$ cat src/rtl/conv_map.svh
`ifndef CONV_MAP_SVH
`define CONV_MAP_SVH
`define REG_COUNT 33
`define IDX_MAIN_CONFIG 6'h00
`define IDX_PARITY_ALARM 6'h01
`define IDX_SHUTOFF_MIXER 6'h02
`define IDX_OUTPUT_CURRENT 6'h03
`define IDX_ALARM_STATUS 6'h05
`define IDX_ALARM_MASK 6'h07
`define IDX_IQ_OFFSET_A 6'h08
`define IDX_FIFO_OFS_B 6'h09
`define IDX_IQ_OFFSET_C 6'h0a
`define IDX_MIXER_GAIN_B 6'h0d
`define IDX_IQ_PHASE_AB 6'h10
`define IDX_IQ_PHASE_CD 6'h11
`define IDX_OSC_PHASE_AB 6'h12
`define IDX_OSC_PHASE_CD 6'h13
`define IDX_OSC_FREQ_AB_LO 6'h14
`define IDX_OSC_FREQ_AB_HI 6'h15
`define IDX_OSC_FREQ_CD_LO 6'h16
`define IDX_OSC_FREQ_CD_HI 6'h17
`define IDX_PLL_CONTROL 6'h18
`define IDX_PLL_DIVIDER 6'h19
`define IDX_FORMATTER_SEL 6'h1f
`define IDX_SYNC_SELECT 6'h20
`define IDX_STATUS 6'h21
`define RST_MAIN_CONFIG 16'h049c
`define RST_PARITY_ALARM 16'h050e
`define RST_SHUTOFF_MIXER 16'h7000
`define RST_OUTPUT_CURRENT 16'hf000
`define RST_ALARM_MASK 16'hffff
`define BIT_CLKDIV_SYNC_ENA 2
`define BIT_ALARM_OUT_ENA 4
`define BIT_ALARM_OUT_POL 3
`define BIT_SIF_TXENABLE 0
`define BIT_SHUT_DACCLK 14
`define BIT_SHUT_DATACLK 13
`define BIT_SHUT_COLLISION 12
`define BIT_NDIV_SYNC_ENA 11
`define BIT_ALM_PLL_UNLOCK 12
`define BIT_ALM_COLLISION 13
`define BIT_ALM_DACCLK 10
`define BIT_ALM_DATACLK 9
`define FLD_FIFO_IN_HI 15
`define FLD_FIFO_IN_LO 12
`define FLD_FIFO_OUT_HI 11
`define FLD_FIFO_OUT_LO 8
`define BIT_CLKDIV_SEL 0
`define FLD_FMT_SEL_HI 3
`define FLD_FMT_SEL_LO 2
`define FLD_FIFO_OFS_HI 15
`define FLD_FIFO_OFS_LO 13
`define FLD_MIX_MODE_HI 15
`define FLD_MIX_MODE_LO 12
`define FLD_PLL_M_HI 15
`define FLD_PLL_M_LO 8
`define FLD_PLL_N_HI 7
`define FLD_PLL_N_LO 4
`define FLD_VCO_BIAS_HI 3
`define FLD_VCO_BIAS_LO 2
`endif

$ cat src/rtl/conv_pkg.sv
package conv_pkg;
  typedef logic [15:0] reg_word_t;
  typedef logic [5:0] reg_idx_t;
  typedef logic [31:0] freq_word_t;
  typedef enum logic [2:0] {
    TX_IDLE = 3'b001,
    TX_RUN = 3'b010,
    TX_HALT = 3'b100
  } tx_state_t;
endpackage : conv_pkg

$ cat src/rtl/sync_if.sv
`timescale 1ns/100ps
`default_nettype none
interface sync_if;
  logic frame_rise;
  logic sync_rise;
  logic output_strobe_rise;
  logic [3:0] sel_fifo_in;
  logic [3:0] sel_fifo_out;
  logic [1:0] sel_fmt;
  logic clkdiv_sel;
  logic clkdiv_ena;
  logic ndiv_ena;
  logic wr_ptr_sync;
  logic rd_ptr_sync;
  logic fmt_sync;
  logic clkdiv_sync;
  logic ndiv_sync;
  modport cfg (output frame_rise, sync_rise, output_strobe_rise, sel_fifo_in, sel_fifo_out, sel_fmt,
               clkdiv_sel, clkdiv_ena, ndiv_ena,
               input wr_ptr_sync, rd_ptr_sync, fmt_sync, clkdiv_sync, ndiv_sync);
  modport router (input frame_rise, sync_rise, output_strobe_rise, sel_fifo_in, sel_fifo_out, sel_fmt,
                  clkdiv_sel, clkdiv_ena, ndiv_ena,
                  output wr_ptr_sync, rd_ptr_sync, fmt_sync, clkdiv_sync, ndiv_sync);
endinterface : sync_if
`default_nettype wire

$ cat src/rtl/converter_sync_startup.sv
// The AHB-Lite interface to the registers is this design's own decision.
`timescale 1ns/100ps
`default_nettype none
`include "conv_map.svh"
module converter_sync_startup #(
  parameter int ADDR_W = 8
) (
  // Clock and reset
  input wire logic hclk,
  input wire logic hresetn,
  // AHB-Lite register bus
  input wire logic hsel,
  input wire logic [ADDR_W-1:0] haddr,
  input wire logic [1:0] htrans,
  input wire logic hwrite,
  input wire logic [2:0] hsize,
  input wire logic hready,
  input wire logic [31:0] hwdata,
  output logic [31:0] hrdata,
  output logic hreadyout,
  output logic hresp,
  // Transmit request, sync sources and alarm events
  input wire logic tx_enable_pin,
  input wire logic lvds_sync_input,
  input wire logic lvds_frame_input,
  input wire logic output_strobe,
  input wire logic dataclk_lost,
  input wire logic dacclk_lost,
  input wire logic fifo_collision,
  input wire logic pll_unlock,
  // Transmit and alarm status
  output logic tx_active,
  output logic output_shutoff,
  output logic alarm_out,
  // Sync pulses to the datapath blocks
  output logic fifo_wr_ptr_sync,
  output logic fifo_rd_ptr_sync,
  output logic formatter_sync,
  output logic clkdiv_sync,
  output logic pll_ndiv_sync,
  output logic qmc_offset_ab_sync,
  output logic qmc_offset_cd_sync,
  output logic qmc_corr_ab_sync,
  output logic qmc_corr_cd_sync,
  output logic nco_ab_sync,
  output logic nco_cd_sync,
  // Configuration fields
  output conv_pkg::freq_word_t oscillator_frequency_word_ab,
  output conv_pkg::freq_word_t oscillator_frequency_word_cd,
  output logic [7:0] pll_ref_div_m,
  output logic [4:0] pll_fb_div_n,
  output logic [1:0] pll_vco_bias,
  output logic [3:0] coarse_mixer_mode,
  output logic [2:0] fifo_offset
);
  import conv_pkg::*;

  // Register storage and alarm state
  reg_word_t regs [0:`REG_COUNT-1];
  reg_word_t alarm_reg;
  reg_word_t alarm_next;
  reg_word_t set_bits;
  reg_word_t status_word;

  // Transmit state
  tx_state_t tx_state_reg;
  tx_state_t tx_state_next;

  // Bus data-phase tracking
  reg_idx_t idx_reg;
  reg_idx_t addr_idx;
  logic wr_pend_reg;
  logic wr_en;
  logic addr_take;
  logic addr_high_zero;

  // Edge detection and derived conditions
  logic frame_prev_reg;
  logic sync_prev_reg;
  logic output_strobe_prev_reg;
  logic shut_cond;
  logic tx_request;
  logic alarm_active;

  sync_if sr_bus ();

  // Register indices that answer on the bus
  function automatic logic is_mapped(input reg_idx_t idx);
    unique case (idx)
      `IDX_MAIN_CONFIG, `IDX_PARITY_ALARM, `IDX_SHUTOFF_MIXER, `IDX_OUTPUT_CURRENT,
      `IDX_ALARM_STATUS, `IDX_FORMATTER_SEL, `IDX_SYNC_SELECT, `IDX_STATUS: is_mapped = 1'b1;
      default: is_mapped = (idx >= `IDX_ALARM_MASK) && (idx <= `IDX_PLL_DIVIDER);
    endcase
  endfunction : is_mapped

  // Indices backed by the plain storage array
  function automatic logic is_plain(input reg_idx_t idx);
    is_plain = is_mapped(idx) && (idx != `IDX_ALARM_STATUS) && (idx != `IDX_STATUS);
  endfunction : is_plain

  // Reset value of each plain register
  function automatic reg_word_t reset_value(input int idx);
    unique case (idx)
      0: reset_value = `RST_MAIN_CONFIG;
      1: reset_value = `RST_PARITY_ALARM;
      2: reset_value = `RST_SHUTOFF_MIXER;
      3: reset_value = `RST_OUTPUT_CURRENT;
      7: reset_value = `RST_ALARM_MASK;
      default: reset_value = 16'h0000;
    endcase
  endfunction : reset_value

  // Bus address phase decode; words are aligned, index is address over four
  assign addr_high_zero = (haddr[ADDR_W-1:2] >> 6) == '0;
  assign addr_idx = reg_idx_t'(haddr[ADDR_W-1:2]);
  assign addr_take = hsel & htrans[1] & hready;
  assign wr_en = wr_pend_reg;

  // Zero-wait slave, every answer is OKAY
  assign hreadyout = 1'b1;
  assign hresp = 1'b0;

  // Capture of the address phase for the following data phase
  always_ff @(posedge hclk or negedge hresetn) begin
    if (!hresetn) begin
      wr_pend_reg <= 1'b0;
      idx_reg <= 6'h00;
    end else begin
      wr_pend_reg <= addr_take & hwrite & addr_high_zero & is_mapped(addr_idx);
      if (addr_take) begin
        idx_reg <= addr_idx;
      end
    end
  end

  // Word returned for a read, with a pending write to the same index forwarded
  function automatic reg_word_t read_word(input reg_idx_t idx);
    if (!is_mapped(idx)) begin
      read_word = 16'h0000;
    end else if (idx == `IDX_ALARM_STATUS) begin
      read_word = alarm_next;
    end else if (idx == `IDX_STATUS) begin
      read_word = status_word;
    end else if (wr_en && idx_reg == idx) begin
      read_word = hwdata[15:0];
    end else begin
      read_word = regs[idx];
    end
  endfunction : read_word

  // Read data registered at the address phase, upper half reads zero
  always_ff @(posedge hclk or negedge hresetn) begin
    if (!hresetn) begin
      hrdata <= 32'h0000_0000;
    end else if (addr_take && !hwrite) begin
      hrdata <= addr_high_zero ? {16'h0000, read_word(addr_idx)} : 32'h0000_0000;
    end
  end

  // Plain configuration storage; unmapped and read-only indices ignore writes
  always_ff @(posedge hclk or negedge hresetn) begin
    if (!hresetn) begin
      for (int i = 0; i < `REG_COUNT; i++) begin
        regs[i] <= reset_value(i);
      end
    end else if (wr_en && is_plain(idx_reg)) begin
      regs[idx_reg] <= hwdata[15:0];
    end
  end

  // Sticky alarms; a hardware event in the clearing cycle wins
  always_comb begin
    set_bits = 16'h0000;
    set_bits[`BIT_ALM_COLLISION] = fifo_collision;
    set_bits[`BIT_ALM_DACCLK] = dacclk_lost;
    set_bits[`BIT_ALM_DATACLK] = dataclk_lost;
    set_bits[`BIT_ALM_PLL_UNLOCK] = pll_unlock;
    alarm_next = ((wr_en && idx_reg == `IDX_ALARM_STATUS) ? hwdata[15:0] : alarm_reg) | set_bits;
  end

  // Alarm status register
  always_ff @(posedge hclk or negedge hresetn) begin
    if (!hresetn) begin
      alarm_reg <= 16'h0000;
    end else begin
      alarm_reg <= alarm_next;
    end
  end

  // Unmasked alarms drive the alarm pin, gated by enable and polarity
  assign alarm_active = |(alarm_reg & ~regs[`IDX_ALARM_MASK]);

  always_ff @(posedge hclk or negedge hresetn) begin
    if (!hresetn) begin
      alarm_out <= 1'b0;
    end else begin
      alarm_out <= regs[`IDX_MAIN_CONFIG][`BIT_ALARM_OUT_POL] ?
                   (regs[`IDX_MAIN_CONFIG][`BIT_ALARM_OUT_ENA] & alarm_active) :
                   !(regs[`IDX_MAIN_CONFIG][`BIT_ALARM_OUT_ENA] & alarm_active);
    end
  end

  // Output shut-off on enabled clock-loss or collision alarms
  always_comb begin
    shut_cond = (regs[`IDX_SHUTOFF_MIXER][`BIT_SHUT_DACCLK] & alarm_reg[`BIT_ALM_DACCLK]) |
                (regs[`IDX_SHUTOFF_MIXER][`BIT_SHUT_DATACLK] & alarm_reg[`BIT_ALM_DATACLK]) |
                (regs[`IDX_SHUTOFF_MIXER][`BIT_SHUT_COLLISION] & alarm_reg[`BIT_ALM_COLLISION]);
  end

  // Registered shut-off flag
  always_ff @(posedge hclk or negedge hresetn) begin
    if (!hresetn) begin
      output_shutoff <= 1'b0;
    end else begin
      output_shutoff <= shut_cond;
    end
  end

  // Transmit request from the pin or the register bit
  assign tx_request = tx_enable_pin | regs[`IDX_OUTPUT_CURRENT][`BIT_SIF_TXENABLE];

  // Transmit state: a halt after shut-off needs the request dropped first
  always_comb begin
    tx_state_next = tx_state_reg;
    unique case (tx_state_reg)
      TX_IDLE: begin
        if (tx_request && !shut_cond) begin
          tx_state_next = TX_RUN;
        end
      end
      TX_RUN: begin
        if (shut_cond) begin
          tx_state_next = TX_HALT;
        end else if (!tx_request) begin
          tx_state_next = TX_IDLE;
        end
      end
      TX_HALT: begin
        if (!tx_request && !shut_cond) begin
          tx_state_next = TX_IDLE;
        end
      end
      default: tx_state_next = TX_IDLE;
    endcase
  end

  // State and the registered transmit flag
  always_ff @(posedge hclk or negedge hresetn) begin
    if (!hresetn) begin
      tx_state_reg <= TX_IDLE;
      tx_active <= 1'b0;
    end else begin
      tx_state_reg <= tx_state_next;
      tx_active <= (tx_state_next == TX_RUN);
    end
  end

  // Read-only status word
  assign status_word = {10'h000, tx_state_reg, output_shutoff, alarm_out, tx_active};

  // Edge detection on the synchronous sync, frame and strobe inputs
  always_ff @(posedge hclk or negedge hresetn) begin
    if (!hresetn) begin
      frame_prev_reg <= 1'b0;
      sync_prev_reg <= 1'b0;
      output_strobe_prev_reg <= 1'b0;
    end else begin
      frame_prev_reg <= lvds_frame_input;
      sync_prev_reg <= lvds_sync_input;
      output_strobe_prev_reg <= output_strobe;
    end
  end

  // Rising edges of the frame, sync and strobe inputs handed to the sync router
  assign sr_bus.frame_rise = lvds_frame_input & ~frame_prev_reg;
  assign sr_bus.sync_rise = lvds_sync_input & ~sync_prev_reg;
  assign sr_bus.output_strobe_rise = output_strobe & ~output_strobe_prev_reg;

  // Select and enable fields from the configuration words
  assign sr_bus.sel_fifo_in = regs[`IDX_SYNC_SELECT][`FLD_FIFO_IN_HI:`FLD_FIFO_IN_LO];
  assign sr_bus.sel_fifo_out = regs[`IDX_SYNC_SELECT][`FLD_FIFO_OUT_HI:`FLD_FIFO_OUT_LO];
  assign sr_bus.sel_fmt = regs[`IDX_FORMATTER_SEL][`FLD_FMT_SEL_HI:`FLD_FMT_SEL_LO];
  assign sr_bus.clkdiv_sel = regs[`IDX_SYNC_SELECT][`BIT_CLKDIV_SEL];
  assign sr_bus.clkdiv_ena = regs[`IDX_MAIN_CONFIG][`BIT_CLKDIV_SYNC_ENA];
  assign sr_bus.ndiv_ena = regs[`IDX_PLL_CONTROL][`BIT_NDIV_SYNC_ENA];

  sync_router u_router (
    .hclk(hclk),
    .hresetn(hresetn),
    .sr(sr_bus.router)
  );

  // Router pulses out to the pins
  assign fifo_wr_ptr_sync = sr_bus.wr_ptr_sync;
  assign fifo_rd_ptr_sync = sr_bus.rd_ptr_sync;
  assign formatter_sync = sr_bus.fmt_sync;
  assign clkdiv_sync = sr_bus.clkdiv_sync;
  assign pll_ndiv_sync = sr_bus.ndiv_sync;

  // Auto-sync pulses, one cycle after the write data phase
  always_ff @(posedge hclk or negedge hresetn) begin
    if (!hresetn) begin
      qmc_offset_ab_sync <= 1'b0;
      qmc_offset_cd_sync <= 1'b0;
      qmc_corr_ab_sync <= 1'b0;
      qmc_corr_cd_sync <= 1'b0;
      nco_ab_sync <= 1'b0;
      nco_cd_sync <= 1'b0;
    end else begin
      qmc_offset_ab_sync <= wr_en && idx_reg == `IDX_IQ_OFFSET_A;
      qmc_offset_cd_sync <= wr_en && idx_reg == `IDX_IQ_OFFSET_C;
      qmc_corr_ab_sync <= wr_en && idx_reg == `IDX_IQ_PHASE_AB;
      qmc_corr_cd_sync <= wr_en && idx_reg == `IDX_IQ_PHASE_CD;
      nco_ab_sync <= wr_en && idx_reg == `IDX_OSC_PHASE_AB;
      nco_cd_sync <= wr_en && idx_reg == `IDX_OSC_PHASE_CD;
    end
  end

  // Field outputs registered from the configuration words
  always_ff @(posedge hclk or negedge hresetn) begin
    if (!hresetn) begin
      oscillator_frequency_word_ab <= 32'h0000_0000;
      oscillator_frequency_word_cd <= 32'h0000_0000;
      pll_ref_div_m <= 8'h00;
      pll_fb_div_n <= 5'h00;
      pll_vco_bias <= 2'h0;
      coarse_mixer_mode <= 4'h0;
      fifo_offset <= 3'h0;
    end else begin
      // Low half at the lower index
      oscillator_frequency_word_ab <= {regs[`IDX_OSC_FREQ_AB_HI], regs[`IDX_OSC_FREQ_AB_LO]};
      oscillator_frequency_word_cd <= {regs[`IDX_OSC_FREQ_CD_HI], regs[`IDX_OSC_FREQ_CD_LO]};
      // PLL divider fields
      pll_ref_div_m <= regs[`IDX_PLL_DIVIDER][`FLD_PLL_M_HI:`FLD_PLL_M_LO];
      // Field holds N minus one
      pll_fb_div_n <= {1'b0, regs[`IDX_PLL_DIVIDER][`FLD_PLL_N_HI:`FLD_PLL_N_LO]} + 5'h01;
      pll_vco_bias <= regs[`IDX_PLL_DIVIDER][`FLD_VCO_BIAS_HI:`FLD_VCO_BIAS_LO];
      // Fields sharing a word with channel B settings
      coarse_mixer_mode <= regs[`IDX_MIXER_GAIN_B][`FLD_MIX_MODE_HI:`FLD_MIX_MODE_LO];
      fifo_offset <= regs[`IDX_FIFO_OFS_B][`FLD_FIFO_OFS_HI:`FLD_FIFO_OFS_LO];
    end
  end

endmodule : converter_sync_startup
`default_nettype wire

$ cat src/rtl/sync_router.sv
`timescale 1ns/100ps
`default_nettype none
module sync_router (
  input wire logic hclk,
  input wire logic hresetn,
  sync_if.router sr
);
  // Sources by mask bit: 0 frame, 1 sync, 2 output strobe, 3 unused
  function automatic logic src_hit(input logic [3:0] sel, input logic fr, input logic sy, input logic os);
    src_hit = (sel[0] & fr) | (sel[1] & sy) | (sel[2] & os);
  endfunction : src_hit

  // Registered one-cycle sync pulses to the datapath blocks
  always_ff @(posedge hclk or negedge hresetn) begin
    if (!hresetn) begin
      sr.wr_ptr_sync <= 1'b0;
      sr.rd_ptr_sync <= 1'b0;
      sr.fmt_sync <= 1'b0;
      sr.clkdiv_sync <= 1'b0;
      sr.ndiv_sync <= 1'b0;
    end else begin
      // All-zero select picks no source, so later pulses are ignored
      sr.wr_ptr_sync <= src_hit(sr.sel_fifo_in, sr.frame_rise, sr.sync_rise, sr.output_strobe_rise);
      sr.rd_ptr_sync <= src_hit(sr.sel_fifo_out, sr.frame_rise, sr.sync_rise, sr.output_strobe_rise);
      // Upper select bit set means formatter sync is off
      sr.fmt_sync <= !sr.sel_fmt[1] && (sr.sel_fmt[0] ? sr.sync_rise : sr.frame_rise);
      // Select 0 is the output strobe, which may stay enabled in dual mode
      sr.clkdiv_sync <= sr.clkdiv_ena &&
                        (sr.clkdiv_sel ? (sr.frame_rise | sr.sync_rise) : sr.output_strobe_rise);
      // Sync rising edge resets the PLL feedback dividers when enabled
      sr.ndiv_sync <= sr.ndiv_ena & sr.sync_rise;
    end
  end
endmodule : sync_router
`default_nettype wire

$ cat config.mk
export PLATFORM = sky130hd
export DESIGN_NAME = converter_sync_startup
export DESIGN_NICKNAME = d
export VERILOG_FILES = /design/src/rtl/conv_pkg.sv /design/src/rtl/sync_if.sv /design/src/rtl/converter_sync_startup.sv /design/src/rtl/sync_router.sv
export VERILOG_INCLUDE_DIRS = /design/src /design/src/rtl
export SDC_FILE = /design/constraint.sdc
export NUM_CORES = 1
export LEC_CHECK = 0
export BUFFER_PORTS_ARGS = -buffer_cell sky130_fd_sc_hd__buf_2
export CAP_MARGIN = 10
export CORE_UTILIZATION = 50
export DETAILED_ROUTE_END_ITERATION = 10
export PLACE_DENSITY = 0.71
export RECOVER_POWER = 25
export SYNTH_ARGS = -nofsm -noshare
export SYNTH_HDL_FRONTEND = slang
export SYNTH_SLANG_ARGS = --single-unit
$ cat constraint.sdc
create_clock -name hclk -period 2.6 [get_ports hclk]
set_input_delay 0.26 -clock hclk [delete_from_list [all_inputs] [get_ports hclk]]
set_output_delay 0.26 -clock hclk [all_outputs]
set_load 0.005 [all_outputs]
==> impl_metrics.env, run 1 <==
export IMPL_status="completed"
export IMPL_dieArea_mm2=0.0574
export IMPL_finalCritPeriodShare_pct=90.2
export IMPL_crit_required_ps=3060
export IMPL_firstDrtPassIters=5
export IMPL_die_h_um=240
export IMPL_numCtsBuffers=69
export IMPL_diodes=0
export IMPL_grt_setup_unrepaired="false"
export IMPL_top_level_ports=192
export IMPL_yosysSeqAreaShare_pct=59.8
export IMPL_start_util_pct=51.0
export IMPL_min_from="haddr[7]"
export IMPL_dpl_cell_count=2697
export IMPL_cts_sinks=673
export IMPL_async_flop_share_pct=100
export IMPL_p_per_area_mw_per_mm2=715
export IMPL_r2r_start="idx_reg[4]"
export IMPL_synth_area_top_cells="dfrtp_1, mux2_2, mux4_2"
export IMPL_grt_max_degree=81
export IMPL_cp_data_arrival_time_ps=2810
export IMPL_path_max_fanout=13
export IMPL_setup_worst_path_start_class="register"
export IMPL_synth_top_cell_area_share_pct=56.6
export IMPL_worst_setup_path_end_kind="register"
export IMPL_largest_reg_flops=528
export IMPL_period_needed_ps=2340
export IMPL_ys_types=57
export IMPL_wl_met2_mm=32.3
export IMPL_max_cap_viol_count=0
export IMPL_slew_headroom_pct=4.78
export IMPL_yosysWarnings=0
export IMPL_clock_latency_ps=610
export IMPL_hold_ws_ps=146
export IMPL_synth_seq_cells=673
export IMPL_grt_pass1_vias=17361
export IMPL_viasPerCell=5.76
export IMPL_fin_skew_ps=25.8
export IMPL_yosysTopAreaCell="dfrtp_1"
export IMPL_grt_total_usage_pct=24.4
export IMPL_syn_area_mm2=0.0282
export IMPL_dp_final_hpwl_mm=44.3
export IMPL_syn_avg_cell_area_um2=14.4
export IMPL_critical_path_startpoint="idx_reg[4]"
export IMPL_multi_input_area_mm2=0.0101
export IMPL_setup_viol=0
export IMPL_p_leak_uw=0.0149
export IMPL_wl_met1_mm=29.2
export IMPL_synth_common_cells="dfrtp_1, mux2_2, clkbuf_1"
export IMPL_top_regs="regs: 528 flops, oscillator_frequency_word_ab: 32 flops, oscillator_frequency_word_cd: 32 flops"
export IMPL_wl_mm=67.5
export IMPL_vias=16292
export IMPL_highest_layer="met5"
export IMPL_routabilityCongestion=0.897
export IMPL_area_delta_synth_final_pct=14.4
export IMPL_power_uw=23100
export IMPL_portBuffers=151
export IMPL_antenna_found_initial=3
export IMPL_timing_setup_tns_ps=0
export IMPL_wl_met3_mm=3.91
export IMPL_cts_resized=0
export IMPL_tightest_slew_ps=1430
export IMPL_maxSlewViolCount=0
export IMPL_vdd_drop_max_mv=0.399
export IMPL_clock_path_buffers=3
export IMPL_postCtsSetupBuffers=0
export IMPL_utilization_pct=58.3
export IMPL_finalHoldViolations=0
export IMPL_nets=2090
export IMPL_crit_type="reg -> reg"
export IMPL_syn_inst=1960
export IMPL_synth_edf_count=0
export IMPL_die_width_um=240
export IMPL_yosysMostFrequentCell="dfrtp_1"
export IMPL_cts_root_buffer="clkbuf_16"
export IMPL_fillers=4219
export IMPL_grt_pass1_wl_mm=105
export IMPL_wl_per_cell_um=23.8
export IMPL_cts_tree="built"
export IMPL_hold_buffers=11
export IMPL_ys_flop_type="dfrtp_1"
export IMPL_drive_above_1_share_pct=47.2
export IMPL_core_mm2=0.0554
export IMPL_cts_max_level=3
export IMPL_drtIter0Drc=1091
export IMPL_fin_cells=2830
export IMPL_seq_area_mm2=0.0169
export IMPL_placementRows=86
export IMPL_hp_class="in -> reg"
export IMPL_overflow=0
export IMPL_post_route_drc_count=0
export IMPL_clk_pin_slew_ps=60
export IMPL_ant_nets=0
export IMPL_regMostFlops="regs"
export IMPL_clock_fmax_ghz=0.427
==> metal layers <==
| layer | vias to the layer above | track usage, % |
|---|---|---|
| met5 | - | 0 |
| met4 | 6 | 9.81 |
| met3 | 113 | 5.44 |
| li1 | 7097 | - |
| met2 | 442 | 38.0 |
| met1 | 8634 | 33.4 |
==> path summary, 6_finish.rpt <==
path / to / slack (ps) / cells past startpoint
setup / recovery: hrdata[1] / 260 / 6
hold / removal: idx_reg[5] / 150 / 2
setup reg to reg: hrdata[1] / 260 / 6
hold reg to reg: regs[35] / 370 / 0
max in group asynchronous: regs[509] / 520 / 3
min in group asynchronous: pll_vco_bias[1] / 540 / 2
==> where the power goes <==
part	switching [µW]	internal, µW	total [µW]
clock network	3970	6240	10200
logic	928	788	1720
registers	272	10900	11200
total	5170	17900	23100
==> area by class of cell <==
class	count	area share, %
multi-input combinational	993	31.4
tap	748	2.90
timing repair buffer	270	5.87
clock inverter	19	1.07
sequential	673	52.3
clock buffer	103	6.21
inverter	24	0.279
==> placed cells by master, fill, tap and decap left out, types with 11 or more instances in the layout <==
cell type and instances:
dfrtp_1 639, conb_1 18, o211ai_1 19, nor2b_1 18, nand2_1 42, nand3_1 22, clkbuf_1 28, nor3_1 18
a22oi_1 33, dfstp_2 34, clkbuf_16 70, o21ai_0 11, nor2_1 34, mux4_2 88, clkbuf_8 13, a32oi_1 12
dlygate4sd3_1 11, a211oi_1 18, o31ai_1 17, buf_4 79, o22ai_1 41, buf_12 19, mux2_2 476, nor4_1 16
buf_2 146, inv_1 24, mux2i_1 15
==> kinds of logic after synthesis <==
family	share of synthesized area, %
other	0.0266
adder cells (fa/ha/maj)	0.0443
buffers and inverters	4.62
multiplexers	27.1
flip-flops	59.8
AND/OR/NAND/NOR	3.83
XOR/XNOR	0.341
AO/OA/AOI/OAI	4.28
==> through the flow <==
step,setup WS [ps],cell area [µm²]
after floorplan,404,28300
after detailed placement,298,29900
after global routing,203,32300
after CTS,299,32400
final,256,32300
after global placement,308,29900
==> critical path: stages (launching register included) <==
cell and delay [ps]:
dfrtp_1 480, or4b_4 630, nor2_2 110, buf_4 230
mux2_2 370, o211ai_1 250, a211oi_1 120
Power figures use the tool's default switching activity.
==> inputs of run 2 (changes only) <==
--- a/config.mk
+++ b/config.mk
@@ -10,8 +10,9 @@
 export CAP_MARGIN = 10
 export CORE_UTILIZATION = 50
 export DETAILED_ROUTE_END_ITERATION = 10
-export PLACE_DENSITY = 0.71
+export PLACE_DENSITY_LB_ADDON = 0.1
 export RECOVER_POWER = 25
+export SKIP_CTS_REPAIR_TIMING = 1
 export SYNTH_ARGS = -nofsm -noshare
 export SYNTH_HDL_FRONTEND = slang
 export SYNTH_SLANG_ARGS = --single-unit
==> constraint.sdc (replaced) <==
create_clock -name hclk -period 2.6 [get_ports hclk]
set_input_delay 0.26 -clock hclk [delete_from_list [all_inputs] [get_ports hclk]]
set_output_delay 0.26 -clock hclk [all_outputs]
set_load 0.02 [all_outputs]
==> impl_metrics.env, run 2 (synthesized netlist as in run 1, its figures left out) <==
export IMPL_finalHoldViolations=2
export IMPL_regMostFlops="regs"
export IMPL_clock_fmax_ghz=0.429
export IMPL_setup_worst_path_start_class="register"
export IMPL_clock_path_buffers=3
export IMPL_cts_tree="built"
export IMPL_core_mm2=0.0554
export IMPL_final_cell_mix="dfrtp_1, mux2_2, buf_2"
export IMPL_cts_root_buffer="clkbuf_16"
export IMPL_wl_mm=69.0
export IMPL_power_uw=23600
export IMPL_top_regs="regs: 528 flops, oscillator_frequency_word_ab: 32 flops, oscillator_frequency_word_cd: 32 flops"
export IMPL_layout_commonest_cell="dfrtp_1"
export IMPL_diodes=0
export IMPL_numCtsBuffers=71
export IMPL_hold_ws_ps=-10.4
export IMPL_grt_max_degree=97
export IMPL_tightest_slew_ps=1390
export IMPL_worst_setup_path_end_kind="register"
export IMPL_post_route_drc_count=0
export IMPL_vias=16161
export IMPL_violations="negative hold slack"
export IMPL_p_per_area_mw_per_mm2=727
export IMPL_largest_reg_flops=528
export IMPL_drive_above_1_share_pct=48.2
export IMPL_grt_total_usage_pct=25.1
export IMPL_viasPerCell=5.69
export IMPL_vdd_drop_max_mv=0.411
export IMPL_clk_pin_slew_ps=60
export IMPL_grt_pass1_vias=17248
export IMPL_routabilityCongestion=0.893
export IMPL_fillers=4306
export IMPL_rr_endpoint="regs[473]"
export IMPL_timing_setup_tns_ps=0
export IMPL_status="complete, but fails checks"
export IMPL_firstDrtPassIters=7
export IMPL_p_leak_uw=0.0150
export IMPL_endpoint="regs[473]"
export IMPL_dieArea_mm2=0.0574
export IMPL_fin_cells=2838
export IMPL_dpl_cell_count=2704
export IMPL_die_h_um=240
export IMPL_placementRows=86
export IMPL_cp_data_arrival_time_ps=2820
export IMPL_antenna_found_initial=1
export IMPL_fin_skew_ps=20.1
export IMPL_wl_per_cell_um=24.3
export IMPL_worst_r2r_setup_slack_ps=270
export IMPL_period_needed_ps=2330
export IMPL_finalCritPeriodShare_pct=89.7
export IMPL_area_delta_synth_final_pct=15.1
export IMPL_nets=2096
export IMPL_clock_latency_ps=600
export IMPL_maxSlewViolCount=0
export IMPL_slew_headroom_pct=7.01
export IMPL_cts_sinks=673
export IMPL_reg2reg_depth=6
export IMPL_crit_type="reg -> reg"
export IMPL_start_util_pct=51.0
export IMPL_path_max_fanout=15
export IMPL_critical_path_startpoint="idx_reg[1]"
export IMPL_drtIter0Drc=1065
export IMPL_utilization_pct=58.6
export IMPL_grt_pass1_wl_mm=107
export IMPL_max_cap_viol_count=0
export IMPL_min_from="dataclk_lost"
export IMPL_crit_required_ps=3080
export IMPL_ant_nets=0
export IMPL_hp_class="in -> reg"
export IMPL_r2r_start="idx_reg[1]"
export IMPL_top_level_ports=192
export IMPL_die_width_um=240
export IMPL_overflow=0
export IMPL_portBuffers=151
export IMPL_dp_final_hpwl_mm=45.2
export IMPL_grt_setup_unrepaired="false"
export IMPL_setup_viol=0
export IMPL_cts_max_level=3
-- run 2: where the power goes --
group | switching (µW) | leakage [µW] | internal [µW] | total [µW]
sequential | 262 | 0.00863 | 10900 | 11200
combinational | 1040 | 0.00516 | 799 | 1840
clock | 4140 | 0.00121 | 6490 | 10600
-- run 2: metal layers --
layer | global-route usage [%] | vias up | wire (µm)
li1 | - | 7116 | -
met5 | 0 | - | 0
met3 | 5.35 | 104 | 3850
met2 | 38.3 | 413 | 31900
met4 | 9.81 | 0 | 2230
met1 | 35.4 | 8528 | 31100
-- run 2: worst min path at each step --
stage                    endpoint  slack, ps  depth (start not counted)
finish               alarm_reg[9]        -10                          3
global route        alarm_reg[10]         10                          3
CTS                     regs[453]       -420                          1
detailed placement      regs[453]        220                          1
global placement        regs[453]        220                          1
floorplan               alarm_out        -40                          0
-- run 2: critical path, cell delays in order (launching register included) --
cell and delay (ps):
dfrtp_1 500, o31ai_1 270, a21oi_1 90, o22ai_1 290, or3b_1 440, buf_4 270
mux2_4 330
-- run 2: final cells by class --
cell class / count / area (µm²) / share of cell area (%)
Sequential cell: 673 / 16900 / 52.0
Clock inverter: 24 / 345 / 1.06
Clock buffer: 102 / 2130 / 6.55
Inverter: 24 / 90.1 / 0.277
Tap cell: 748 / 936 / 2.88
Timing Repair Buffer: 274 / 1950 / 6.02
Multi-Input combinational cell: 993 / 10200 / 31.2
-- run 2: stage by stage --
stage | hold WS [ps] | worst slack (ps) | cell area (µm²)
final | -10.4 | 267 | 32500
after global routing | 10.6 | 161 | 32500
after CTS | -422 | 306 | 32500
after detailed placement | 222 | 183 | 30000
after global placement | 219 | 162 | 30000
after floorplan | -35.6 | 404 | 28300
==> inputs of run 3 (changes only) <==
==> constraint.sdc (replaced) <==
create_clock -name hclk -period 2 [get_ports hclk]
set_input_delay 0.2 -clock hclk [delete_from_list [all_inputs] [get_ports hclk]]
set_output_delay 0.2 -clock hclk [all_outputs]
set_load 0.02 [all_outputs]
==> impl_metrics.env, run 3 (synthesized netlist as in run 1, its figures left out) <==
export IMPL_grt_setup_unrepaired="true"
export IMPL_placementRows=86
export IMPL_global_route_usage_met2_pct=39.5
export IMPL_setup_worst_path_start_class="register"
export IMPL_multi_input_area_mm2=0.0103
export IMPL_status="complete, but fails checks"
export IMPL_max_cap_viol_count=0
export IMPL_clock_path_buffers=3
export IMPL_p_per_area_mw_per_mm2=902
export IMPL_vias=16844
export IMPL_layout_commonest_cell="dfrtp_1"
export IMPL_numCtsBuffers=71
export IMPL_routabilityCongestion=0.890
export IMPL_vdd_drop_max_mv=0.592
export IMPL_crit_chain="or4b_4 > nor2_4 > buf_12 > mux2_2 > o211ai_1 > a211oi_1"
export IMPL_grt_most_used_layer="met2"
export IMPL_largest_reg_flops=528
export IMPL_diodes=0
export IMPL_post_route_drc_count=0
export IMPL_use_met3_pct=3.65
export IMPL_clock_latency_ps=610
export IMPL_worst_r2r_setup_slack_ps=-70
export IMPL_grt_max_degree=85
export IMPL_tightest_slew_ps=1280
export IMPL_final_cell_mix="dfrtp_1, mux2_2, buf_2"
export IMPL_timing_setup_tns_ps=-304
export IMPL_finalCritPeriodShare_pct=104
export IMPL_wl_mm=71.6
export IMPL_portBuffers=151
export IMPL_core_mm2=0.0554
export IMPL_max_stage_delay_ps=540
export IMPL_clk_pin_slew_ps=60
export IMPL_nets=2192
export IMPL_hold_ws_ps=28.6
export IMPL_top_regs="regs: 528 flops, oscillator_frequency_word_ab: 32 flops, oscillator_frequency_word_cd: 32 flops"
export IMPL_seq_area_mm2=0.0169
export IMPL_wl_per_cell_um=24.4
export IMPL_ant_nets=0
export IMPL_antenna_found_initial=1
export IMPL_die_h_um=240
export IMPL_clock_fmax_ghz=0.483
export IMPL_p_leak_uw=0.0156
export IMPL_worst_setup_path_end_kind="register"
export IMPL_grt_pass1_wl_mm=110
export IMPL_fillers=4204
export IMPL_finalHoldViolations=0
export IMPL_die_width_um=240
export IMPL_slew_headroom_pct=14.9
export IMPL_top_level_ports=192
export IMPL_dp_final_hpwl_mm=48.5
export IMPL_worst_path_max_delay_cell="or4b_4"
export IMPL_area_delta_synth_final_pct=19.7
export IMPL_setup_viol=13
export IMPL_drtIter0Drc=1105
export IMPL_hp_class="in -> reg"
export IMPL_grtUsageMet1_pct=37.6
export IMPL_place_ws_ps=-165
export IMPL_maxSlewViolCount=0
export IMPL_grt_pass1_vias=17622
export IMPL_period_needed_ps=2070
export IMPL_start_util_pct=51.0
export IMPL_firstDrtPassIters=5
export IMPL_path_max_fanout=6
export IMPL_drive_above_1_share_pct=50.8
export IMPL_utilization_pct=61.0
export IMPL_cts_root_buffer="clkbuf_16"
export IMPL_cts_max_level=3
export IMPL_cts_tree="built"
export IMPL_power_uw=30500
export IMPL_cp_data_arrival_time_ps=2530
export IMPL_cts_sinks=673
export IMPL_dieArea_mm2=0.0574
export IMPL_crit_type="reg -> reg"
export IMPL_violations="negative setup slack"
export IMPL_grt_total_usage_pct=25.8
export IMPL_viasPerCell=5.73
export IMPL_setup_ws_ps=-70.3
export IMPL_fin_skew_ps=22.6
export IMPL_regMostFlops="regs"
export IMPL_overflow=0
export IMPL_crit_required_ps=2460
[run 3: worst max-delay path: cells and delay by family (launching register included)]
kind,cells,cell delay (ps)
AO/OA/AOI/OAI,2,340
multiplexers,1,350
AND/OR/NAND/NOR,2,690
buffers and inverters,1,130
flip-flops,1,430
[run 3: worst paths after layout]
check / endpoint / start / depth (start not counted)
worst max-delay path: hrdata[0] / idx_reg[4] / 6
max in group asynchronous: regs[406] / hresetn / 4
min in group asynchronous: regs[418] / hresetn / 2
worst max register to register: hrdata[0] / idx_reg[4] / 6
worst min register to register: regs[104] / regs[104] / 0
worst min-delay path: hrdata[7] / hwdata[7] / 3
[run 3: report_power, final]
| part | switching (µW) | total [µW] | leakage, µW | internal [µW] |
|---|---|---|---|---|
| sequential | 313 | 14500 | 0.00863 | 14200 |
| combinational | 1480 | 2740 | 0.00586 | 1260 |
| clock | 5310 | 13300 | 0.00116 | 7950 |
[run 3: metrics by stage]
stage,cells,cell area (µm²)
6_report,2938,33800
4_1_cts,2926,33500
5_1_grt,2938,33800
3_5_place_dp,2796,31100
3_3_place_gp,2796,31100
2_1_floorplan,1976,28400
[run 3: per-layer routing]
layer / vias to the layer above / routed length (µm)
met2: 414 / 33600
met5: - / 0
met1: 8999 / 33100
li1: 7330 / -
met3: 101 / 2760
met4: 0 / 2170
[run 3: final cells by class]
type,count,share of cell area [%]
flip-flops and latches,673,49.9
multi-input cells,993,30.5
repair buffers,370,9.47
clock buffers,115,6.53
well taps,748,2.77
clock inverters,15,0.503
inverters,24,0.266
